File: config.mk
export PLATFORM = sky130hd
export DESIGN_NAME = dgoc_cal
export DESIGN_NICKNAME = d
export VERILOG_FILES = /design/src/core/dgoc_pkg.sv /design/src/core/dgoc_gain_mul.sv /design/src/core/dgoc_cal.sv
export SDC_FILE = /design/constraint.sdc
export NUM_CORES = 1
export LEC_CHECK = 0
export ABC_AREA = 1
export BUFFER_PORTS_ARGS = -buffer_cell sky130_fd_sc_hd__buf_2
export CORE_MARGIN = 5
export CORE_UTILIZATION = 50
export DETAILED_ROUTE_END_ITERATION = 8
export GPL_TIMING_DRIVEN = 0
export PLACE_DENSITY = 0.78
export SLEW_MARGIN = 0
export SYNTH_ARGS = -nofsm -noshare
export SYNTH_HDL_FRONTEND = slang
export SYNTH_SLANG_ARGS = --single-unit
File: constraint.sdc
create_clock -name mclk_in -period 6.28 [get_ports mclk_in]
set_clock_uncertainty 0.15 [all_clocks]
set_input_delay 1.256 -clock mclk_in [delete_from_list [all_inputs] [get_ports mclk_in]]
set_output_delay 1.256 -clock mclk_in [all_outputs]
set_load 0.005 [all_outputs]
File: src/core/dgoc_pkg.sv
// Package with register layout, reset values and calibration constants
package dgoc_pkg;
  localparam int DGOC_DW = 16;
  localparam int DGOC_MW = 8;
  localparam logic [15:0] DGOC_OFFSET_RST = 16'h8000;
  localparam logic [15:0] DGOC_GAIN_RST = 16'hffff;
  localparam logic [16:0] DGOC_OFFSET_MID = 17'h08000;
  localparam logic [15:0] DGOC_CODE_MAX = 16'hffff;
  localparam logic [15:0] DGOC_CODE_MIN = 16'h0000;
  localparam int DGOC_GAIN_SHIFT = 16;
  // Register select codes on the host register port
  localparam logic [1:0] DGOC_SEL_OFFSET = 2'h0;
  localparam logic [1:0] DGOC_SEL_GAIN = 2'h1;
  localparam logic [1:0] DGOC_SEL_DAC = 2'h2;
  // Monitor source select values
  localparam logic DGOC_MON_LOOP = 1'b0;
  localparam logic DGOC_MON_TEMP = 1'b1;
  typedef enum logic [1:0] {
    DGOC_ST_IDLE = 2'b00,
    DGOC_ST_MUL = 2'b01,
    DGOC_ST_ADD = 2'b10
  } dgoc_state_t;
endpackage

File: src/core/dgoc_gain_mul.sv
// Registered gain multiplier: scaled = code * gain / 2^16
`timescale 1ns/1ps
module dgoc_gain_mul
  import dgoc_pkg::*;
#(
  parameter int W = 16
) (
  input wire logic mclk_in,
  input wire logic arst_n_in,
  input wire logic [W-1:0] code_in,
  input wire logic [W-1:0] gain_in,
  output logic [W-1:0] scaled_out
);
  logic [2*W-1:0] prod;

  // Full product, upper half kept
  assign prod = (2*W)'(code_in) * (2*W)'(gain_in);

  // Truncating divide by 2^16
  always_ff @(posedge mclk_in or negedge arst_n_in) begin
    if (!arst_n_in) begin
      scaled_out <= '0;
    end else begin
      scaled_out <= prod[DGOC_GAIN_SHIFT +: W];
    end
  end
endmodule // dgoc_gain_mul

File: src/core/dgoc_cal.sv
// Gain and offset calibration path with monitor code selection
`timescale 1ns/1ps
////////////////////////////////////////////////////////////////////////////////
module dgoc_cal
  import dgoc_pkg::*;
#(
  parameter int W = DGOC_DW,
  parameter int MW = DGOC_MW
) (
  input wire logic mclk_in,
  input wire logic arst_n_in,
  input wire logic wr_en_in,
  input wire logic [1:0] wr_sel_in,
  input wire logic [W-1:0] wr_data_in,
  input wire logic [1:0] rd_sel_in,
  input wire logic mon_sel_in,
  input wire logic [MW-1:0] loop_sense_input,
  input wire logic [MW-1:0] temp_code_in,
  output logic [W-1:0] rd_data_out,
  output logic [W-1:0] cal_code_out,
  output logic cal_valid_out,
  output logic [MW-1:0] mon_code_out
);
  logic [W-1:0] offset_trim_r;
  logic [W-1:0] gain_trim_r;
  logic [W-1:0] dac_code_r;
  logic [W-1:0] scaled;
  logic [W-1:0] cal_nxt;
  logic [W-1:0] rd_nxt;
  logic [MW-1:0] mon_nxt;
  dgoc_state_t state_r;

  // Signed sum of scaled code and biased offset, saturated to 16 bits
  function automatic logic [W-1:0] dgoc_sat(input logic [W-1:0] s, input logic [W-1:0] o);
    logic signed [W+2:0] sum;
    sum = $signed({3'b000, s}) + $signed({3'b000, o}) - $signed({2'b00, DGOC_OFFSET_MID});
    if (sum < $signed({3'b000, s}) && s == DGOC_CODE_MIN) begin
      dgoc_sat = DGOC_CODE_MIN;
    end else if (sum[W+2]) begin
      dgoc_sat = DGOC_CODE_MIN;
    end else if (sum > $signed({3'b000, DGOC_CODE_MAX})) begin
      dgoc_sat = DGOC_CODE_MAX;
    end else begin
      dgoc_sat = sum[W-1:0];
    end
  endfunction

  ////////////////////////////////////////////////////////////////////////////
  // Trim and DAC code registers
  always_ff @(posedge mclk_in or negedge arst_n_in) begin
    if (!arst_n_in) begin
      offset_trim_r <= DGOC_OFFSET_RST;
      gain_trim_r <= DGOC_GAIN_RST;
      dac_code_r <= '0;
    end else if (wr_en_in) begin
      case (wr_sel_in)
        DGOC_SEL_OFFSET: offset_trim_r <= wr_data_in;
        DGOC_SEL_GAIN: gain_trim_r <= wr_data_in;
        DGOC_SEL_DAC: dac_code_r <= wr_data_in;
        default: ;
      endcase
    end
  end

  // Readback mux
  always_comb begin
    case (rd_sel_in)
      DGOC_SEL_OFFSET: rd_nxt = offset_trim_r;
      DGOC_SEL_GAIN: rd_nxt = gain_trim_r;
      DGOC_SEL_DAC: rd_nxt = dac_code_r;
      default: rd_nxt = '0;
    endcase
  end

  always_ff @(posedge mclk_in or negedge arst_n_in) begin
    if (!arst_n_in) begin
      rd_data_out <= '0;
    end else begin
      rd_data_out <= rd_nxt;
    end
  end

  ////////////////////////////////////////////////////////////////////////////
  // Gain stage
  dgoc_gain_mul #(.W(W)) u_mul (
    .mclk_in(mclk_in),
    .arst_n_in(arst_n_in),
    .code_in(dac_code_r),
    .gain_in(gain_trim_r),
    .scaled_out(scaled)
  );

  // Sequencer: restart on any write, result two cycles later
  always_ff @(posedge mclk_in or negedge arst_n_in) begin
    if (!arst_n_in) begin
      state_r <= DGOC_ST_IDLE;
    end else begin
      case (state_r)
        DGOC_ST_IDLE: state_r <= wr_en_in ? DGOC_ST_MUL : DGOC_ST_IDLE;
        DGOC_ST_MUL: state_r <= wr_en_in ? DGOC_ST_MUL : DGOC_ST_ADD;
        DGOC_ST_ADD: state_r <= wr_en_in ? DGOC_ST_MUL : DGOC_ST_IDLE;
        default: state_r <= DGOC_ST_IDLE;
      endcase
    end
  end

  // Offset add and clamp
  assign cal_nxt = dgoc_sat(scaled, offset_trim_r);

  always_ff @(posedge mclk_in or negedge arst_n_in) begin
    if (!arst_n_in) begin
      cal_code_out <= DGOC_CODE_MIN;
      cal_valid_out <= 1'b0;
    end else begin
      cal_code_out <= cal_nxt;
      cal_valid_out <= !wr_en_in && (state_r == DGOC_ST_ADD || state_r == DGOC_ST_IDLE);
    end
  end

  ////////////////////////////////////////////////////////////////////////////
  // Monitor field source select
  assign mon_nxt = (mon_sel_in == DGOC_MON_TEMP) ? temp_code_in : loop_sense_input;

  always_ff @(posedge mclk_in or negedge arst_n_in) begin
    if (!arst_n_in) begin
      mon_code_out <= '0;
    end else begin
      mon_code_out <= mon_nxt;
    end
  end
endmodule // dgoc_cal

# Word level (Yosys, flattened, before mapping)
# Cells that the tools add are included.
[word_totals]
ff_bits = 107
input_bits = 40
output_inout_bits = 41
[classes]
addsub = 2
n_mul = 1
magnitude_cmp = 2
eq_ne = 6
muxes = 8
n_reduce_logical = 12
[ops]
columns = ["operator", "count"]
rows = [
  ["16-bit 2-to-1 mux", 3],
  ["16-bit one-hot mux with 3 select lines", 1],
  ["16-bit by 16-bit multiplier with 32-bit output", 1],
  ["18-bit by 17-bit > comparator with 1-bit output, second input constant", 1],
  ["18-bit by 17-bit < comparator with 1-bit output", 1],
  ["17-bit by 16-bit subtractor with 18-bit output, second input constant", 1],
  ["16-bit by 16-bit adder with 17-bit output", 1],
  ["16-bit logical NOT", 1],
  ["8-bit 2-to-1 mux", 1],
  ["2-bit by 1-bit == test with 1-bit output, second input constant", 3],
  ["2-bit == test, second input constant", 3],
  ["2-bit logical NOT", 3],
  ["2-bit AND reduction", 3],
  ["2-bit one-hot mux with 2 select lines", 1],
  ["1-bit logical AND", 2],
  ["2-bit 2-to-1 mux", 1],
  ["2-bit OR reduction", 1],
  ["1-bit logical NOT", 1],
  ["1-bit logical OR", 1],
  ["1-bit 2-to-1 mux", 1],
]

# Logic depth before layout (Yosys ltp)
[depth]
depth_word = 6
ltp_mapped = 25

# Hierarchy
# A second synthesis with hierarchy kept.
[unflattened]
hier_cells = 1863
hier_area_um2 = 14438.8
[modules_own_cells]
columns = ["module", "n_inst", "cells_per_inst", "area_each_um2", "seq_area_each_um2"]
rows = [
  ["dgoc_gain_mul", 1, 1264, 9297.7, 400.4],
  ["dgoc_cal", 1, 599, 5141.2, 2298.5],
]

# Worst setup path before layout
# No wires, ideal clock.
[synth_timing]
kind = "reg-to-reg"
start = "register gain_trim_r[2]"
end = "register u_mul.scaled_out[6]"
arrival_time_ps = 5432
setup_slack_ps = 581
stages_incl_launch_ff = 23
n_path_buf = 2
synth_period_minus_slack_ps = 5699
cell_sequence = "dfstp_2 clkbuf_1 clkbuf_1 nand2_1 fa_1 fa_1 fa_1 fa_1 inv_1 fa_1 inv_1 fa_1 inv_1 ha_1 nand2_1 inv_1 nand2_1 o21ai_0 a21oi_1 o21ai_0 nand3_1 nand3_1 nand2_1"
[synth_between]
elab_chain_len = 1
[synth_lines]
columns = ["item", "line", "rtl"]
rows = [
  ["from (decl)", "dgoc_cal.sv:25", "logic [W-1:0] gain_trim_r;"],
  ["from (signal assigned)", "dgoc_cal.sv:58", "DGOC_SEL_GAIN: gain_trim_r <= wr_data_in;"],
  ["16-bit by 16-bit multiplier with 32-bit output", "dgoc_gain_mul.sv:17", "assign prod = (2*W)'(code_in) * (2*W)'(gain_in);"],
  ["via u_mul.prod[22]", "dgoc_gain_mul.sv:14", "logic [2*W-1:0] prod;"],
  ["to (signal assigned)", "dgoc_gain_mul.sv:24", "scaled_out <= prod[DGOC_GAIN_SHIFT +: W];"],
  ["to (decl)", "dgoc_gain_mul.sv:12", "output logic [W-1:0] scaled_out"],
]
# The timed path passes the listed nets, and every way through them passes these cells.
# A chain may end at the register's enable or synchronous reset.

# Final worst setup path
[layout_timing]
start = "register gain_trim_r[13]"
end = "register u_mul.scaled_out[12]"
# Same word-level chain as after synthesis.

==> out/qor.csv <==
stage;metric;value;unit
drt;top sig layer;met4;
cts;root buffer cell;clkbuf_16;
sta;final setup fails;0;
status;status;finished clean;
hold_path;hold wc startpoint;state_r[1];
die;Die Ht;180;um
drt;Pre-Repair DR Iteration Count;6;
grt;vias in the first global route;12500;
grt;global-route wire length before repair;63600;um
drt;via/cell ratio;5.25;
cts;CTS tree;built;
sta;Max Freq;165;MHz
synthesis;Seq/Total Area, Yosys;0.187;
cts;H-Tree Depth;3;
grt;largest net degree at the start of global routing;64;
critical_path;family with the most delay on the worst path;adder cells;
critical_path;largest stage delay on the critical path;0.65;ns
cts;clk_lat worst skew;0.36;ns
cts;Clock Path Buffers;2;
synthesis;number of synthesized register bits;107;
synthesis;mux cell area share after synthesis;0.00624;
synthesis;xor and xnor area share after synthesis;0.0115;
hold_path;worst hold path type;flip-flop to flip-flop;
drt;WL/cell;16.7;um
critical_path;R2R Setup Slk;0.21;ns
layout;layout cell share with drive strength beyond 1;0.118;
synthesis;Compound-Gate Fraction of Synth Area;0.0705;
critical_path;worst r2r dst;u_mul.scaled_out[12];
synthesis;Post-synth EDFFs;0;
synthesis;Synth Area in Adders;0.397;
die;Site Rows;62;
hold_path;hold depth;1;
drt;met3 routed wirelength;4010;um
layout;FF+latch area;0.00274;mm^2
placement;HPWL after DPL;32600;um
drt;Via Count;12200;
die;Die Area;0.0324;mm^2
critical_path;WP buf/inv;4;
critical_path;worst-path fanout max;10;
sta;Slew Limit Fails;0;
drt;met2 WL post-DR;17900;um
critical_path;worst reg-to-reg path cell count;18;
die;Ports;81;
layout;footprint of the multi-input gates;0.00959;mm^2
layout;Filler Cell Count;2549;
die;floorplan core area;0.0286;mm^2
sta;post-layout worst setup margin;0.214;ns
die;initial core utilization;0.504;
synthesis;synthesized area per cell;7.79;um^2
cts;CTS hold repair buffers;0;
grt;GRT Residual Overflow;0;
cts;clk slew on worst S/H paths;0.08;ns
sta;Slew @ Worst Pin;0.805;ns
drt;antenna viol nets, final;0;
cts;Num Clock Sinks;107;
sta;Tmin final;6.07;ns
synthesis;Yosys cell types;44;
synthesis;Yosys Warn Count;0;
layout;Util after Layout;0.553;
sta;worst rel slew slack;0.460;
layout;commonest non-fill, non-tap cell in the layout;nand2_1;
synthesis;combinational family with the most area after synthesis;adder cells;
critical_path;kind of start point of the critical path;flip-flop;
synthesis;FFs w/ async S/R, synth;1.00;
layout;most frequent cells in the layout;nand2_1 (493), inv_1 (488), fa_1 (195), ha_1 (145), buf_2 (82);
critical_path;CP max-delay cell;dfstp_2;
critical_path;CP Data Arrival Time;6.17;ns
hold_path;Worst Hold Endpoint;state_r[1];
synthesis;area of the mapped netlist;0.0144;mm^2
critical_path;most frequent CP cell;fa_1;
drt;Met1 Wirelength;15100;um
grt;Total GRT Usage;0.243;
layout;Ant. Diodes;0;
layout;NumNets Final;2312;
placement;Cell Area, Placed;0.0153;mm^2
placement;GPL Wtd Cong;0.933;
job;MaxCap Viol Count;0;
critical_path;RR Startpoint;gain_trim_r[13];
layout;design area;0.0158;mm^2
synthesis;Synth Flop Type;dfrtp_1;
critical_path;Worst EP required;6.38;ns
placement;Placement Setup Slack;-0.585;ns
synthesis;Mapped Cells;1853;
synthesis;Syn Nets;2234;
critical_path;critical path class;flip-flop to flip-flop;
sta;Fin. Hold Viols;0;
critical_path;worst-path cell chain;clkbuf_2 > nand2_1 > fa_1 > fa_1 > inv_1 > fa_1 > fa_1 > fa_1 > inv_1 > fa_1 > inv_1 > ha_1 > a21oi_1 > o21ai_0 > a21oi_1 > nand3_1 > a21oi_2 > xor2_2;
drt;WL final;38700;um
grt;initial antenna violation count;1;
placement;# port buffers;78;
layout;P&R area growth vs syn;9.63;%
drt;DR DRC count;0;
cts;total CTS buffers;9;
critical_path;Worst setup EP type;flip-flop;
die;Die X-Extent;180;um
synthesis;Post-Synth Simple-Gate Area;0.177;
drt;DR iter-0 viols;1078;
sta;Final period util;0.966;
## worst register-to-register path, stage by stage (launching register included)
cell,delay (ns)
dfstp_2,0.65
clkbuf_2,0.33
nand2_1,0.15
fa_1,0.51
fa_1,0.52
inv_1,0.05
fa_1,0.50
fa_1,0.46
fa_1,0.51
inv_1,0.05
fa_1,0.49
inv_1,0.05
ha_1,0.30
a21oi_1,0.20
o21ai_0,0.18
a21oi_1,0.17
nand3_1,0.22
a21oi_2,0.25
xor2_2,0.23
## worst max path at each step
stage | from | end | slack, ns | cells after the start
after floorplan | gain_trim_r[2] | u_mul.scaled_out[6] | 0.58 | 22
after global placement | gain_trim_r[8] | u_mul.scaled_out[12] | -0.62 | 19
after detailed placement | gain_trim_r[8] | u_mul.scaled_out[12] | -0.58 | 19
after CTS | gain_trim_r[10] | u_mul.scaled_out[12] | 0.004 | 18
after global routing | gain_trim_r[2] | u_mul.scaled_out[6] | -0.002 | 21
final | gain_trim_r[13] | u_mul.scaled_out[12] | 0.21 | 18
## kinds of logic after synthesis
kind of cell | count (synthesis)
compound gates | 176
xor+xnor | 19
fa+ha+maj | 341
buf+inv | 574
flops | 107
mux | 8
simple gates | 628
## synth_stat cells, types with 8 or more instances
library cell | instances | area (um^2)
a21oi_1 | 57 | 285
a21oi_2 | 11 | 96.3
clkbuf_1 | 73 | 274
dfrtp_1 | 90 | 2250
dfstp_2 | 17 | 447
fa_1 | 195 | 3900
ha_1 | 146 | 1830
inv_1 | 488 | 1830
mux2_2 | 8 | 90.1
nand2_1 | 493 | 1850
nand2_2 | 9 | 56.3
nand3_1 | 44 | 220
nor2_1 | 46 | 173
nor3_1 | 10 | 50.1
o211ai_1 | 17 | 128
o21ai_0 | 70 | 350
xor2_1 | 13 | 114
## routing by layer
metal  vias up  GRT usage
met1      5824      0.308
met5         -          0
met4         0     0.0969
met3       122     0.0584
li1       5616          -
met2       614      0.402
## flip-flops by register name, summed over array words and instances (netlist names)
name,flops
cal_valid_out,1
cal_code_out,16
offset_trim_r,16
state_r,2
u_mul.scaled_out,16
dac_code_r,16
rd_data_out,16
gain_trim_r,16
mon_code_out,8
## what timing repair did
item / in CTS / in global routing
buffers inserted: 1 / 26
resized for setup: 37 / 45
setup endpoints to repair: 16 / 15
pin swaps: 1 / 2
## layout make-up
type / count / share of cell area
buffer: 45 / 0.0168
clock buffer: 9 / 0.0142
clock inverter: 7 / 0.00482
inverter: 490 / 0.116
multi-input combinational: 1172 / 0.606
sequential: 107 / 0.173
tap: 384 / 0.0304
timing repair buffer: 106 / 0.0389
## per-stage QoR
| step | setup TNS, ns | hold slack, ns | cells |
|---|---|---|---|
| after detailed placement | -6.46 | 0.266 | 2316 |
| after global routing | -0.00154 | 0.282 | 2320 |
| after CTS | 0 | 0.277 | 2300 |
| after global placement | -6.50 | 0.262 | 2315 |
| after floorplan | 0 | 0.251 | 1853 |
| final | 0 | 0.272 | 2320 |
Power is left out: the tool's default activity adds up to more than one toggle a clock period on the data nets, which glitch-free logic cannot reach.
